### config.mk
export PLATFORM = sky130hd
export DESIGN_NAME = host_serial_baud_framing
export DESIGN_NICKNAME = d
export VERILOG_FILES = /design/src/core/host_serial_pkg.sv /design/src/core/host_serial_baud_framing.sv
export VERILOG_INCLUDE_DIRS = /design/src /design/src/core
export SDC_FILE = /design/constraint.sdc
export NUM_CORES = 1
export LEC_CHECK = 0
export ABC_AREA = 1
export ABC_CLOCK_PERIOD_IN_PS = 13620
export BUFFER_PORTS_ARGS = -buffer_cell sky130_fd_sc_hd__buf_2
export CAP_MARGIN = 20
export CELL_PAD_IN_SITES_DETAIL_PLACEMENT = 1
export CELL_PAD_IN_SITES_GLOBAL_PLACEMENT = 2
export CORE_MARGIN = 8
export CORE_UTILIZATION = 35
export DETAILED_ROUTE_END_ITERATION = 10
export PLACE_DENSITY_LB_ADDON = 0.1
export SYNTH_ARGS = -nofsm -noshare
export SYNTH_HDL_FRONTEND = slang
export SYNTH_SLANG_ARGS = --single-unit
### constraint.sdc
create_clock -name clk -period 13.62 [get_ports clk]
set_clock_uncertainty 0.15 [all_clocks]
set_input_delay 0.681 -clock clk [delete_from_list [all_inputs] [get_ports clk]]
set_output_delay 0.681 -clock clk [all_outputs]
set_load 0.02 [all_outputs]
### src/core/host_serial_map.svh
`ifndef HOST_SERIAL_MAP_SVH
`define HOST_SERIAL_MAP_SVH
// Register indices; byte address is four times the index
`define RATE_IDX 8'h3B
`define TXDATA_IDX 8'h40
`define RXDATA_IDX 8'h41
`define STATUS_IDX 8'h42
// Rate register reset code
`define RATE_RESET 8'h7A
// Status bit positions
`define ST_TX_BUSY 0
`define ST_RX_FULL 1
`define ST_FRAME_ERR 2
`define ST_OVERRUN 3
// Divider constants and last data bit index
`define MANT_BIAS_SMALL 13'h0001
`define MANT_BIAS_LARGE 13'h0021
`define DATA_BITS 3'h7
// Bus responses
`define RESP_OKAY 2'h0
`define RESP_SLVERR 2'h2
`endif

### src/core/host_serial_pkg.sv
package host_serial_pkg;
  // Rate register layout
  typedef struct packed {
    logic [2:0] rate_exponent;
    logic [4:0] rate_mantissa;
  } rate_t;
  // Sticky and live status flags
  typedef struct packed {
    logic overrun;
    logic frame_err;
    logic rx_full;
    logic tx_busy;
  } status_t;
  // Transmit sequencer
  typedef enum logic [3:0] {
    TX_IDLE = 4'h1,
    TX_START = 4'h2,
    TX_DATA = 4'h4,
    TX_STOP = 4'h8
  } tx_state_t;
  // Receive sequencer
  typedef enum logic [3:0] {
    RX_IDLE = 4'h1,
    RX_START = 4'h2,
    RX_DATA = 4'h4,
    RX_STOP = 4'h8
  } rx_state_t;
endpackage

### src/core/host_serial_baud_framing.sv
// How it works
// RULE1 - Exponent zero: rate is reference over mantissa+1
// RULE2 - Else reference over mantissa+33, over 2^(exponent-1)
// RULE3 - Frame is start, eight data, one stop
// RULE4 - No parity bit sent or checked
// RULE5 - Host keeps rate at most 1228.8 kbit/s
// RULE6 - Rate register read/write, resets to 7Ah
// RULE7 - Reset code 7Ah governs default speed
// RULE8 - Writing rate register changes rate at once
// RULE9 - Standard codes give the standard rates
// RULE10 - Idle high, LSB first, centre sampling
`timescale 1ns/10ps
`include "host_serial_map.svh"
module host_serial_baud_framing (
  // Clock, reset, enable
  input wire logic clk,
  input wire logic rst,
  input wire logic ce,
  // 27.12 MHz reference pin
  input wire logic ref_clk,
  // Serial line pins
  input wire logic rxd,
  output logic txd,
  // AXI4-Lite write address
  input wire logic [11:0] s_axi_awaddr,
  input wire logic s_axi_awvalid,
  output logic s_axi_awready,
  // AXI4-Lite write data
  input wire logic [31:0] s_axi_wdata,
  input wire logic [3:0] s_axi_wstrb,
  input wire logic s_axi_wvalid,
  output logic s_axi_wready,
  // AXI4-Lite write response
  output logic [1:0] s_axi_bresp,
  output logic s_axi_bvalid,
  input wire logic s_axi_bready,
  // AXI4-Lite read address
  input wire logic [11:0] s_axi_araddr,
  input wire logic s_axi_arvalid,
  output logic s_axi_arready,
  // AXI4-Lite read data
  output logic [31:0] s_axi_rdata,
  output logic [1:0] s_axi_rresp,
  output logic s_axi_rvalid,
  input wire logic s_axi_rready
);

  // ----------------------------------------
  // Registers and state
  // ----------------------------------------
  host_serial_pkg::rate_t host_serial_rate; // Rate setting
  host_serial_pkg::status_t status; // Flags
  host_serial_pkg::tx_state_t tx_state; // Transmit state
  host_serial_pkg::rx_state_t rx_state; // Receive state
  logic [11:0] aw_addr; // Held write address
  logic aw_held; // Write address taken
  logic [31:0] w_data; // Held write data
  logic [3:0] w_strb; // Held write strobes
  logic w_held; // Write data taken
  logic [2:0] ref_sync; // Reference synchroniser and edge
  logic ref_tick; // One reference period elapsed
  logic rxd_meta; // First sync stage
  logic rxd_sync; // Second sync stage
  logic [12:0] divisor; // Reference periods per bit
  logic [12:0] tx_cnt; // Transmit bit timer
  logic [12:0] rx_cnt; // Receive bit timer
  logic [2:0] tx_bit; // Transmit bit index
  logic [2:0] rx_bit; // Receive bit index
  logic [7:0] tx_shift; // Transmit shifter
  logic [7:0] rx_shift; // Receive shifter
  logic [7:0] rx_data; // Last received byte
  logic do_write; // Register write this cycle
  logic tx_load; // Transmit data write accepted
  logic rx_read; // Receive data read taken
  logic clr_frame; // Software clears framing flag
  logic clr_overrun; // Software clears overrun flag
  logic rx_done; // Byte completed
  logic rx_bad; // Stop bit low
  logic tx_end; // Transmit bit timer expiry
  logic rx_end; // Receive bit timer expiry
  logic rx_half; // Receive half-bit expiry

  // ----------------------------------------
  // Bit rate divider
  // ----------------------------------------
  // Divisor from exponent and mantissa
  always_comb begin
    if (host_serial_rate.rate_exponent == 3'h0) begin
      divisor = {8'h00, host_serial_rate.rate_mantissa}
        + `MANT_BIAS_SMALL; // RULE1
    end else begin
      divisor = 13'(({8'h00, host_serial_rate.rate_mantissa}
        + `MANT_BIAS_LARGE)
        << (host_serial_rate.rate_exponent - 3'h1)); // RULE2
    end
  end

  // Reference pin synchronised, rising edge gives a tick
  always_ff @(posedge clk) begin
    if (rst) begin
      ref_sync <= 3'h0;
    end else if (ce) begin
      ref_sync <= {ref_sync[1:0], ref_clk};
    end
  end
  assign ref_tick = ref_sync[1] & ~ref_sync[2];

  // Timer expiries, divisor read live so a new rate acts at once
  assign tx_end = ref_tick && (tx_cnt >= divisor - 13'h0001); // RULE8
  assign rx_end = ref_tick && (rx_cnt >= divisor - 13'h0001);
  assign rx_half = ref_tick
    && (rx_cnt >= (divisor >> 1) - 13'h0001); // RULE10

  // ----------------------------------------
  // Register bus
  // ----------------------------------------
  // Write address channel
  always_ff @(posedge clk) begin
    if (rst) begin
      aw_held <= 1'b0;
      aw_addr <= 12'h000;
    end else if (ce) begin
      if (s_axi_awvalid && s_axi_awready) begin
        aw_held <= 1'b1;
        aw_addr <= s_axi_awaddr;
      end else if (do_write) begin
        aw_held <= 1'b0;
      end
    end
  end

  // Write data channel
  always_ff @(posedge clk) begin
    if (rst) begin
      w_held <= 1'b0;
      w_data <= 32'h0000_0000;
      w_strb <= 4'h0;
    end else if (ce) begin
      if (s_axi_wvalid && s_axi_wready) begin
        w_held <= 1'b1;
        w_data <= s_axi_wdata;
        w_strb <= s_axi_wstrb;
      end else if (do_write) begin
        w_held <= 1'b0;
      end
    end
  end

  // Ready while nothing of that channel is held and no write response is pending
  always_ff @(posedge clk) begin
    if (rst) begin
      s_axi_awready <= 1'b0;
      s_axi_wready <= 1'b0;
    end else if (ce) begin
      s_axi_awready <= ~aw_held & ~(s_axi_awvalid & s_axi_awready)
        & ~s_axi_bvalid;
      s_axi_wready <= ~w_held & ~(s_axi_wvalid & s_axi_wready)
        & ~s_axi_bvalid;
    end
  end

  assign do_write = aw_held && w_held && !s_axi_bvalid;
  assign tx_load = do_write && w_strb[0] && !status.tx_busy
    && aw_addr == {2'h0, `TXDATA_IDX, 2'h0};
  assign clr_frame = do_write && w_strb[0]
    && aw_addr == {2'h0, `STATUS_IDX, 2'h0} && w_data[`ST_FRAME_ERR];
  assign clr_overrun = do_write && w_strb[0]
    && aw_addr == {2'h0, `STATUS_IDX, 2'h0} && w_data[`ST_OVERRUN];

  // Write response, error on unmapped address
  always_ff @(posedge clk) begin
    if (rst) begin
      s_axi_bvalid <= 1'b0;
      s_axi_bresp <= `RESP_OKAY;
    end else if (ce) begin
      if (do_write) begin
        s_axi_bvalid <= 1'b1;
        case (aw_addr)
          {2'h0, `RATE_IDX, 2'h0},
          {2'h0, `TXDATA_IDX, 2'h0},
          {2'h0, `RXDATA_IDX, 2'h0},
          {2'h0, `STATUS_IDX, 2'h0}: s_axi_bresp <= `RESP_OKAY;
          default: s_axi_bresp <= `RESP_SLVERR;
        endcase
      end else if (s_axi_bready) begin
        s_axi_bvalid <= 1'b0;
      end
    end
  end

  // Rate register, reset code sets the default speed
  always_ff @(posedge clk) begin
    if (rst) begin
      host_serial_rate <= `RATE_RESET; // RULE6 RULE7 RULE9
    end else if (ce) begin
      if (do_write && w_strb[0]
          && aw_addr == {2'h0, `RATE_IDX, 2'h0}) begin
        host_serial_rate <= w_data[7:0]; // RULE6 RULE8
      end
    end
  end

  assign rx_read = s_axi_arvalid && s_axi_arready
    && s_axi_araddr == {2'h0, `RXDATA_IDX, 2'h0};

  // Read channel, one read at a time
  always_ff @(posedge clk) begin
    if (rst) begin
      s_axi_arready <= 1'b0;
      s_axi_rvalid <= 1'b0;
      s_axi_rdata <= 32'h0000_0000;
      s_axi_rresp <= `RESP_OKAY;
    end else if (ce) begin
      if (s_axi_arvalid && s_axi_arready) begin
        s_axi_arready <= 1'b0;
        s_axi_rvalid <= 1'b1;
        s_axi_rresp <= `RESP_OKAY;
        case (s_axi_araddr)
          {2'h0, `RATE_IDX, 2'h0}:
            s_axi_rdata <= {24'h000000, host_serial_rate}; // RULE6
          {2'h0, `TXDATA_IDX, 2'h0}:
            s_axi_rdata <= {24'h000000, tx_shift};
          {2'h0, `RXDATA_IDX, 2'h0}:
            s_axi_rdata <= {24'h000000, rx_data};
          {2'h0, `STATUS_IDX, 2'h0}:
            s_axi_rdata <= {28'h0000000, status};
          default: begin
            s_axi_rdata <= 32'h0000_0000;
            s_axi_rresp <= `RESP_SLVERR;
          end
        endcase
      end else if (s_axi_rvalid) begin
        if (s_axi_rready) begin
          s_axi_rvalid <= 1'b0;
        end
      end else begin
        s_axi_arready <= 1'b1;
      end
    end
  end

  // ----------------------------------------
  // Transmitter
  // ----------------------------------------
  // Sequencer: start, eight data LSB first, stop, no parity
  always_ff @(posedge clk) begin
    if (rst) begin
      tx_state <= host_serial_pkg::TX_IDLE;
      txd <= 1'b1;
      tx_cnt <= 13'h0000;
      tx_bit <= 3'h0;
      tx_shift <= 8'h00;
    end else if (ce) begin
      if (ref_tick) begin
        tx_cnt <= tx_end ? 13'h0000 : tx_cnt + 13'h0001;
      end
      unique case (tx_state)
        host_serial_pkg::TX_IDLE: begin
          txd <= 1'b1; // RULE10
          if (tx_load) begin
            tx_shift <= w_data[7:0];
            tx_state <= host_serial_pkg::TX_START;
            txd <= 1'b0; // RULE3
            tx_cnt <= 13'h0000;
          end
        end
        host_serial_pkg::TX_START: begin
          if (tx_end) begin
            txd <= tx_shift[0]; // RULE10
            tx_bit <= 3'h0;
            tx_state <= host_serial_pkg::TX_DATA;
          end
        end
        host_serial_pkg::TX_DATA: begin
          if (tx_end) begin
            if (tx_bit == `DATA_BITS) begin
              txd <= 1'b1; // RULE3 RULE4
              tx_state <= host_serial_pkg::TX_STOP;
            end else begin
              tx_bit <= tx_bit + 3'h1;
              txd <= tx_shift[tx_bit + 3'h1];
            end
          end
        end
        host_serial_pkg::TX_STOP: begin
          if (tx_end) begin
            tx_state <= host_serial_pkg::TX_IDLE;
          end
        end
      endcase
    end
  end

  // ----------------------------------------
  // Receiver
  // ----------------------------------------
  // Line synchroniser
  always_ff @(posedge clk) begin
    if (rst) begin
      rxd_meta <= 1'b1;
      rxd_sync <= 1'b1;
    end else if (ce) begin
      rxd_meta <= rxd;
      rxd_sync <= rxd_meta;
    end
  end

  // Sequencer samples each bit at its centre
  always_ff @(posedge clk) begin
    if (rst) begin
      rx_state <= host_serial_pkg::RX_IDLE;
      rx_cnt <= 13'h0000;
      rx_bit <= 3'h0;
      rx_shift <= 8'h00;
      rx_done <= 1'b0;
      rx_bad <= 1'b0;
    end else if (ce) begin
      rx_done <= 1'b0;
      rx_bad <= 1'b0;
      if (ref_tick) begin
        rx_cnt <= rx_cnt + 13'h0001;
      end
      unique case (rx_state)
        host_serial_pkg::RX_IDLE: begin
          rx_cnt <= 13'h0000;
          if (!rxd_sync) begin
            rx_state <= host_serial_pkg::RX_START;
          end
        end
        host_serial_pkg::RX_START: begin
          if (rx_half) begin
            rx_cnt <= 13'h0000;
            rx_bit <= 3'h0;
            // Glitch shorter than half a bit is dropped
            rx_state <= rxd_sync ? host_serial_pkg::RX_IDLE
              : host_serial_pkg::RX_DATA; // RULE10
          end
        end
        host_serial_pkg::RX_DATA: begin
          if (rx_end) begin
            rx_cnt <= 13'h0000;
            rx_shift <= {rxd_sync, rx_shift[7:1]}; // RULE10
            rx_bit <= rx_bit + 3'h1;
            if (rx_bit == `DATA_BITS) begin
              rx_state <= host_serial_pkg::RX_STOP; // RULE3 RULE4
            end
          end
        end
        host_serial_pkg::RX_STOP: begin
          if (rx_end) begin
            rx_done <= rxd_sync; // RULE3
            rx_bad <= ~rxd_sync;
            rx_state <= host_serial_pkg::RX_IDLE;
          end
        end
      endcase
    end
  end

  // Received byte and flags; a set wins over a clear
  always_ff @(posedge clk) begin
    if (rst) begin
      rx_data <= 8'h00;
      status <= 4'h0;
    end else if (ce) begin
      status.tx_busy <= (tx_state != host_serial_pkg::TX_IDLE)
        || tx_load;
      if (rx_done) begin
        rx_data <= rx_shift;
      end
      if (rx_done) begin
        status.rx_full <= 1'b1;
      end else if (rx_read) begin
        status.rx_full <= 1'b0;
      end
      if (rx_bad) begin
        status.frame_err <= 1'b1;
      end else if (clr_frame) begin
        status.frame_err <= 1'b0;
      end
      if (rx_done && status.rx_full && !rx_read) begin
        status.overrun <= 1'b1;
      end else if (clr_overrun) begin
        status.overrun <= 1'b0;
      end
    end
  end

endmodule // host_serial_baud_framing

======== After elaboration in Yosys (flattened, before gate mapping) ========
Cells that the tools add are included.
word-level totals
  bits in registers ....................... 148
  logic and storage cells ................. 206
cells by class
  add/subtract/negate cells ............... 9
  mux-type cells .......................... 59
  $lt $le $gt $ge ......................... 4
  reductions and logical operators ........ 54
  equality and inequality tests ........... 31
  bitwise logic cells ..................... 14
  shifts and indexed selects .............. 1
operator list
  cell                                                number
  2-to-1 mux 13 bit                                   8
  == test 12 x 9 -> 1 bit, second input constant      6
  2-to-1 mux 4 bit                                    10
  >= comparator 13 bit                                3
  one-hot mux 13 bit (3 select lines)                 1
  one-hot mux 4 bit (4 select lines)                  2
  one-hot mux 8 bit (4 select lines)                  1
  adder 13 x 1 -> 13 bit, second input constant       2
  AND reduction 2 bit                                 13
  2-to-1 mux 1 bit                                    25
  == test 12 x 8 -> 1 bit, second input constant      2
  inequality test 2 bit, second input constant        11
  logical AND 1 bit                                   18
  2-to-1 mux 3 bit                                    6
  nonzero test 2 bit                                  8
  << shifter 7 x 3 -> 13 bit                          1
  subtractor 12 x 1 -> 13 bit, second input constant  1
  subtractor 13 x 1 -> 13 bit, second input constant  1
  one-hot mux 3 bit (2 select lines)                  2
  AND reduction 6 bit                                 2
  == test 4 x 1 -> 1 bit, second input constant       2
  == test 4 x 2 -> 1 bit, second input constant       2
  == test 4 x 3 -> 1 bit, second input constant       2
  == test 4 bit, second input constant                2
  other kinds (21)                                    41

======== Depth between registers and ports, before layout ========
Gate-level depths: netlist (run 1).
  depth in word-level cells ............... 10
  mapped depth ............................ 36

======== Worst setup path after synthesis (run 1) ========
Ideal clock, no wire load.
  path type ............................... register -> register
  start ................................... register host_serial_rate[5] (netlist bit)
  end ..................................... register rx_cnt[5]
  arrival ................................. 4.076 ns
  path buffers ............................ 2
  path slack .............................. 9.321 ns
  required time ........................... 13.397 ns
  period minus slack after synthesis ...... 4.299 ns
  cell stages (with the launch flop) ...... 34
  cell sequence ........................... dfxtp_1 > inv_2 > buf_4 > ha_1 > ha_1 > inv_1 > nor2_2 > inv_1 > o22ai_1 > inv_1 > ha_1 > inv_1 > nor2_1 > xor2_1 > or2_2 > ha_1 > nand2_1 > inv_1 > nand4_1 > nor2_1 > nor3_1 > nand3_1 > nand2_1 > nand3_1 > nand2_1 > nand3_1 > nand3_1 > nand2_2 > nand2_4 > nand2_4 > nand2_2 > nor2_4 > buf_6 > nor3_4
on the way
  word-level cells in the longest chain between the ends .. 8
RTL lines
  item                                                                               line                                                              RTL
  start, declared                                                                    host_serial_baud_framing.sv:51                                    host_serial_pkg::rate_t host_serial_rate;
  start signal, assigned                                                             host_serial_baud_framing.sv:194                                   host_serial_rate <= `RATE_RESET;
  start signal, assigned                                                             host_serial_baud_framing.sv:198                                   host_serial_rate <= w_data[7:0];
  subtractor 3 x 1 -> 3 bit                                                          host_serial_baud_framing.sv:94                                    << (host_serial_rate.rate_exponent - 3'h1));
  << shifter 7 x 3 -> 13 bit                                                         host_serial_baud_framing.sv:92                                    divisor = 13'(({8'h00, host_serial_rate.rate_mantissa}
  2-to-1 mux 13 bit (*)                                                              host_serial_baud_framing.sv:88                                    if (host_serial_rate.rate_exponent == 3'h0) begin
  subtractor 13 x 1 -> 13 bit / subtractor 12 x 1 -> 13 bit (equally long branches)  host_serial_baud_framing.sv:110, host_serial_baud_framing.sv:112
  >= comparator 13 bit (on tied branches)                                            host_serial_baud_framing.sv:110, host_serial_baud_framing.sv:112
  logical AND 1 bit (on tied branches)                                               host_serial_baud_framing.sv:110, host_serial_baud_framing.sv:112
  2-to-1 mux 13 bit (on tied branches)                                               host_serial_baud_framing.sv:340, host_serial_baud_framing.sv:331
  one-hot mux 13 bit (3 select lines) (*)                                            host_serial_baud_framing.sv:323                                   unique case (rx_state)
  end signal, assigned                                                               host_serial_baud_framing.sv:321                                   rx_cnt <= rx_cnt + 13'h0001;
  end, declared                                                                      host_serial_baud_framing.sv:66                                    logic [12:0] rx_cnt;
Every way passes the cells marked *; elsewhere a longest branch is shown, timed or not.
A chain may end at the register's enable or synchronous reset.

======== Worst setup path after layout (run 1) ========
  start ................................... register host_serial_rate[5] (netlist bit)
  end ..................................... register rx_shift[2]
on the way
  word-level cells in the longest chain between the ends .. 7
RTL lines
  item                                      line                             RTL
  subtractor 3 x 1 -> 3 bit                 host_serial_baud_framing.sv:94
  << shifter 7 x 3 -> 13 bit                host_serial_baud_framing.sv:92
  2-to-1 mux 13 bit (*)                     host_serial_baud_framing.sv:88
  subtractor 13 x 1 -> 13 bit (*)           host_serial_baud_framing.sv:110  assign rx_end = ref_tick && (rx_cnt >= divisor - 13'h0001);
  >= comparator 13 bit (*)                  host_serial_baud_framing.sv:110
  logical AND 1 bit (*)                     host_serial_baud_framing.sv:110
  AND reduction 3 bit (no source line) (*)  n/a
  end signal, assigned                      host_serial_baud_framing.sv:342  rx_shift <= {rxd_sync, rx_shift[7:1]};
  end, declared                             host_serial_baud_framing.sv:70   logic [7:0] rx_shift;
Marked as above.

==> summary.txt, run 1 <==
STA
  – Max_slew headroom: 0.420
  – Setup TNS: 0 ps
  – Setup violators final: 0
  – Period minus WS final: 5580 ps
  – Final-report hold violation count: 0
  – Unrepaired setup endpoints after global routing: no
  – Fin. max-slew vios: 0
  – Min setup slack post-route: 8040 ps
  – Tightest Pin Transition: 868 ps
  – Fmax: 179 MHz
  – Crit share post-route: 0.410

GRT
  – Gr usage total: 0.189
  – Initial antenna violation count: 0
  – Largest net degree at the start of global routing: 54
  – Vias in the first global route: 7615
  – Global-route wire length before repair: 40600 um
  – Overflow after GRT: 0

Worst setup path
  – Crit path capture type: register
  – Max incr delay on CP: 650 ps
  – CP Max Fanout: 14
  – CP Launch Type: register
  – Worst EP required: 13810 ps
  – Crit-path slowest cell: dfxtp_1
  – CP Buf/Inv Count: 6
  – Crit Path Class: reg2reg
  – CP arrival: 5770 ps
  – Crit path max-delay family: simple AND/OR/NAND/NOR gates

Clock tree
  – Clock Sinks: 122
  – TritonCTS clock tree: yes
  – Htree depth: 4
  – Number of buffers created by CTS: 17
  – Clock Latency Late Sink: 430 ps
  – # resized after CTS: 0
  – Clk root buf: clkbuf_16
  – Post-CTS Setup Inserts: 0
  – Hold_buf cts: 0
  – Clock buffer depth: 2
  – CTS clk-pin slew, worst paths: 60 ps

Pwr
  – Cell Pwr Density: 109 nW/um^2
  – Switch share: 0.281
  – Internal power: 676 uW
  – P_leak: 3.68 nW
  – Total power: 940 uW
  – Max IR drop VDD: 0.0000706 V
  – Clk pwr share: 0.480
  – Gate power share: 0.113
  – Net Switching: 264 uW
  – Flop pwr share: 0.407

Placed design
  – Hpwl dp: 18000 um
  – Area of placed instances: 8070 um^2
  – Port Buffer Count: 58
  – Routability Congestion: 0.818
  – Cells after DPL: 1419
  – Setup WS pre-CTS: 8070 ps

Run status
  – Outcome: finished, final reports clean

Die
  – Num ports: 112
  – Die height: 164 um
  – Placement Rows: 54
  – DIE AREA: 26800 um^2
  – Core Region: 21600 um^2
  – Initial core utilization: 0.353
  – Die Wd: 164 um

Route
  – WL/cell: 16.7 um
  – WL final: 24300 um
  – Drt pass-1 iters: 4
  – DRC: 0
  – Antenna Nets Post-Route: 0
  – DR vias/cell: 5.07
  – Drt first-iter violations: 291
  – Vias post-DR: 7355

Layout
  – Finished Cell Area: 8640 um^2
  – ANT cells: 0
  – Fin cells: 1450
  – Final net count: 1273
  – Layout cells sized above 1: 0.130
  – Regs by FF count: rx_cnt: 13 flops, tx_cnt: 13 flops, aw_addr: 12 flops
  – Fillers: 2823
  – Synthesis-to-finish area growth: 13.3%

Logic synthesis
  – Post-synthesis cell count: 1107
  – Yosys top cell area share: 0.320
  – Sequential area share after synthesis: 0.320
  – Largest cells by area after synthesis: dfxtp_1, nand2_1, ha_1
  – Mapped Area: 7620 um^2
  – Synth cell types: 51
  – Area leader, netlist: dfxtp_1
  – Post-synth EDFFs: 0
  – Syn. warnings: 0
  – Post-Syn Area per Cell: 6.89 um^2
  – Ys flop type: dfxtp_1
  – Flops & latches, synth: 122
  – FFs w/ async S/R, synth: 0

Min path
  – Hold Path Class: reg2reg

Job
  – Max cap viols: 0
## final timing paths
check | depth (start not counted) | slack, ps | end | startpoint
max | 31 | 8040 | rx_shift[2] | host_serial_rate[5]
max reg2reg | 31 | 8040 | rx_shift[2] | host_serial_rate[5]
min reg2reg | 2 | 300 | aw_addr[10] | aw_addr[10]
min | 2 | 300 | aw_addr[10] | aw_addr[10]
## stage by stage
step	hold slack, ps	utilization
after floorplan	274	-
after global placement	287	0.373
after detailed placement	293	0.373
after CTS	301	0.400
after global routing	314	0.400
final	295	0.400
## cells in the mapped netlist (2+ instances only)
master and number:
nor4_1 8, o21ai_1 3, buf_4 31, and3_1 2, o211ai_1 8, a221oi_1 6, o22ai_1 9, nor2_2 16
clkbuf_1 25, nand3_2 6, a31oi_1 4, clkinv_2 2, or2_1 2, nor2_1 98, a21o_1 2, nand2_1 178
nor3_1 23, a21boi_1 2, a21boi_0 2, dfxtp_1 122, nor2_4 4, xor2_1 17, nand2_2 11, clkinv_1 4
o221ai_1 2, a22oi_1 2, nand3_1 101, nand4_1 23, inv_1 126, nand2_4 4, or2_2 3, ha_1 45
xnor2_1 4, o21ai_0 83, a21oi_1 106, inv_2 7, o21bai_1 2
## cell usage in the layout (no fill, tap or decap), types with 4 or more instances in the layout
cell type   netlist  final
nand2_4           4      4
nand2_1         178    178
a31oi_1           4      4
clkbuf_16         0     17
nand4_1          23     23
o211ai_1          8      8
o21ai_0          83     83
nand3_1         101    101
nor2_1           98     98
nor4_1            8      8
nor2_4            4      4
clkinvlp_4        0      4
inv_1           126    126
nor3_1           23     23
a221oi_1          6      6
nand2_2          11     11
ha_1             45     45
xor2_1           17     17
nor2_2           16     16
buf_4            31      7
o22ai_1           9      9
inv_2             7      8
clkinv_2          2      5
buf_2             1     58
xnor2_1           4      4
dfxtp_1         122    122
conb_1            1     26
a21oi_1         106    106
nand3_2           6      6
## routing by layer
metal	track usage	wire length, um
met5	0	0
met1	0.253	12200
met3	0.0365	831
met4	0.0463	291
met2	0.308	11000
## final cells by class
| type | instances | area [um^2] | area share |
|---|---|---|---|
| clock buffers | 20 | 447 | 0.0517 |
| clock inverters | 11 | 123 | 0.0142 |
| inverters | 139 | 524 | 0.0607 |
| multi-input cells | 813 | 4410 | 0.510 |
| flip-flops and latches | 122 | 2440 | 0.283 |
| well taps | 280 | 350 | 0.0406 |
| repair buffers | 65 | 343 | 0.0397 |
## worst min-delay path, cell delays in order (launching register included)
cell and delay [ps]:
dfxtp_1 310, inv_1 50, a21oi_1 50
## kinds of logic (layout without fill, tap and decap cells)
kind of cell	after synthesis	after routing	synth area share
compound gates	237	237	0.171
xor+xnor	21	21	0.0241
fa+ha+maj	45	45	0.0738
buf+inv	197	235	0.114
flops	122	122	0.320
other cells	1	26	0.000492
simple gates	484	484	0.297
## power by group through the flow
stage          Sequential [mW]  Clock, mW  Combinational [mW]
6_report                 0.382      0.451               0.106
3_3_place_gp             0.390          0               0.107
4_1_cts                  0.382      0.464               0.108
3_5_place_dp             0.390          0               0.107
5_1_grt                  0.384      0.478               0.123
2_1_floorplan            0.388          0              0.0826
(Power assumes the default switching activity.)
==> run 2, diff against run 1 <==
Settings changed: ABC_AREA 1 to 0, ABC_CLOCK_PERIOD_IN_PS 13620 to 5100, CORE_UTILIZATION 35 to 31.
Clock period 13.62 ns to 5.1 ns, I/O delays scaled along.
==> run 2 against run 1 <==
  * Combinational power grew 45%
  * Synthesized cell count shrank 16%
  * Via count shrank 1.5%
  * Critical path depth shrank 9
  * Hold slack lost 220 ps
  * Non-clock buffer count grew 101
  * Clock power grew to 2.9 times the previous value
  * Sequential cell count is the same
  * Die area grew 11%
  * First-iteration DRC count shrank 1.0%
  * Count of clock-buffer cells in the layout shrank 3
==> summary.txt, run 2 <==
STA
  – Setup violators final: 0
  – Setup TNS: 0 ps
  – Crit share post-route: 0.975
  – Period minus WS final: 4970 ps
  – Final-report hold violation count: 0
  – Fin. max-slew vios: 0
  – Hold slack: 77.9 ps
  – Max_slew headroom: 0.308
  – Unrepaired setup endpoints after global routing: yes
  – Fmax: 201 MHz
  – Tightest Pin Transition: 1030 ps
  – Min setup slack post-route: 129 ps

Clock tree
  – Clock Latency Late Sink: 430 ps
  – Clock Sinks: 122
  – Number of buffers created by CTS: 17
  – TritonCTS clock tree: yes
  – Clock buffer depth: 2
  – Clk root buf: clkbuf_16
  – CTS clk-pin slew, worst paths: 60 ps
  – Htree depth: 4

Layout
  – Synthesis-to-finish area growth: 29.7%
  – Regs by FF count: rx_cnt: 13 flops, tx_cnt: 13 flops, aw_addr: 12 flops
  – Most frequent cells in the layout: nand2_1, dfxtp_1, buf_4, a21oi_1, buf_2
  – Final net count: 1185
  – Most common cell after layout, fill and taps aside: nand2_1
  – ANT cells: 0
  – Core Util, Final: 0.406
  – Layout cells sized above 1: 0.223

Logic synthesis
  – Ys flop type: dfxtp_1
  – Post-synthesis cell count: 930
  – Flops & latches, synth: 122
  – Area leader, netlist: dfxtp_1
  – Most frequent cell after synthesis: nand2_1
  – Post-Syn Area per Cell: 8.12 um^2
  – Mapped Area: 7550 um^2
  – Synth cell types: 89
  – Sequential area share after synthesis: 0.323
  – FFs w/ async S/R, synth: 0
  – Syn. warnings: 0
  – Synth top cells by count: nand2_1, dfxtp_1, a21oi_1
  – Post-synth EDFFs: 0
  – Largest cells by area after synthesis: dfxtp_1, ha_1, nand2_1
  – Yosys top cell area share: 0.323

Worst setup path
  – Worst r2r path cells: 22
  – Crit path capture type: register
  – Critical-path cell list: inv_2 > ha_4 > buf_12 > buf_6 > or3b_4 > a21oi_4 > nor3_4 > o32ai_2 > buf_4 > nor4b_4 > xor2_2 > or2_4 > ha_1 > o21ai_1 > o21bai_2 > nand2_1 > buf_6 > a311o_1 > maj3_2 > o211a_4 > or3_4 > a21oi_2
  – Critical R2R Capture: tx_state[3]
  – CP Buf/Inv Count: 5
  – Worst EP required: 5310 ps
  – R2r startpoint: host_serial_rate[6]
  – Crit-path slowest cell: or3b_4
  – Max incr delay on CP: 410 ps
  – CP arrival: 5180 ps
  – Crit Path Class: reg2reg
  – R2R Setup Slk: 130 ps
  – CP Launch Type: register
  – Crit path max-delay family: compound AO/OA/AOI/OAI gates
  – CP most frequent cell: buf_6
  – CP Max Fanout: 7

Route
  – DRC: 0
  – Drt first-iter violations: 288
  – DR vias/cell: 5.15
  – Vias post-DR: 7244
  – Antenna Nets Post-Route: 0
  – WL/cell: 17.7 um
  – WL final: 24900 um
  – Drt pass-1 iters: 7

Pwr
  – Cell Pwr Density: 250 nW/um^2
  – Max IR drop VDD: 0.000167 V
  – P_leak: 3.90 nW

Die
  – Core Region: 24100 um^2
  – Die height: 172 um
  – Placement Rows: 57
  – Num ports: 112
  – Initial core utilization: 0.313
  – DIE AREA: 29600 um^2
  – Die Wd: 172 um

Placed design
  – Hpwl dp: 18500 um
  – Setup WS pre-CTS: -127 ps
  – Port Buffer Count: 58
  – Routability Congestion: 0.792

Job
  – Max cap viols: 0

GRT
  – Largest net degree at the start of global routing: 51
  – Global-route wire length before repair: 40200 um
  – Initial antenna violation count: 0
  – Gr usage total: 0.173
  – Vias in the first global route: 7456
  – Overflow after GRT: 0

Run status
  – Outcome: finished, final reports clean

Min path
  – Min-Delay Endpoint: s_axi_awready
  – Worst min-delay path startpoint: s_axi_awvalid
  – Hold Path Class: in2reg
  – Hold path cells: 4
[run 2: changes by cell type in the layout (fill, tap and decap cells not counted), moves of 41 or more]
| cell | previous run | this run |
|---|---|---|
| nand3_1 | 101 | 36 |
| nor2_1 | 98 | 57 |
| inv_1 | 126 | 20 |
| a21oi_1 | 106 | 62 |
| buf_4 | 7 | 73 |
| o21ai_0 | 83 | 36 |
[run 2: tightest hold or removal path, cell delays in order]
cell and delay, ps:
buf_2 90, a2111oi_0 80, a21oi_1 120, nor2_1 50
[run 2: final cells by class]
type                       count  area (um^2)
fill                        2950        14300
multi-input combinational    740         5000
sequential                   122         2450
timing repair buffer         166         1210
clock buffer                  17          425
tap                          324          405
clock inverter                15          204
inverter                      23         86.3
[run 2: how the worst max path moves through the flow]
stage,start,end,slack [ps],cells past startpoint
finish,host_serial_rate[6],tx_state[3],130,22
global placement,host_serial_rate[5],tx_state[3],-30,22
detailed placement,host_serial_rate[5],tx_state[3],-130,22
floorplan,host_serial_rate[5],tx_cnt[9],20,25
global route,host_serial_rate[6],tx_state[3],-30,22
CTS,host_serial_rate[5],rx_bit[1],6,25
[run 2: routing by layer]
layer  routed length [um]  track usage  vias to the layer above
met2                11800        0.288                      111
li1                     -            -                     3605
met4                  292       0.0461                        0
met5                    0            0                        -
met1                12000        0.228                     3507
met3                  785       0.0279                       21
[run 2: logic make-up (layout without fill, tap and decap cells)]
kind of cell | after synthesis | in the layout | synth area share
compound gates | 224 | 224 | 0.205
xor+xnor | 35 | 35 | 0.0416
fa+ha+maj | 46 | 46 | 0.0761
buf+inv | 93 | 221 | 0.0631
flops | 122 | 122 | 0.323
mux | 29 | 29 | 0.0423
other cells | 1 | 26 | 0.000497
simple gates | 380 | 380 | 0.248
[run 2: metrics by stage]
| stage | power [mW] | std cells | cell area, um^2 |
|---|---|---|---|
| 6_report | 2.45 | 1407 | 9790 |
| 5_1_grt | 2.54 | 1407 | 9790 |
| 4_1_cts | 2.48 | 1399 | 9470 |
| 3_5_place_dp | 1.14 | 1341 | 8550 |
| 3_3_place_gp | 1.14 | 1341 | 8550 |
| 2_1_floorplan | 1.10 | 955 | 7660 |
[run 2: power by group]
group	internal (mW)	switching, mW
registers	0.966	0.0168
logic	0.0571	0.0972
clock network	0.791	0.518
[run 2: repair_timing]
action	CTS	global route
endpoints found under the setup margin	40	50
gates resized for setup	10	51
pin swaps	3	39
endpoints found under the hold margin	25	0
gates cloned	0	1
hold buffers	25	0
setup buffers	1	7
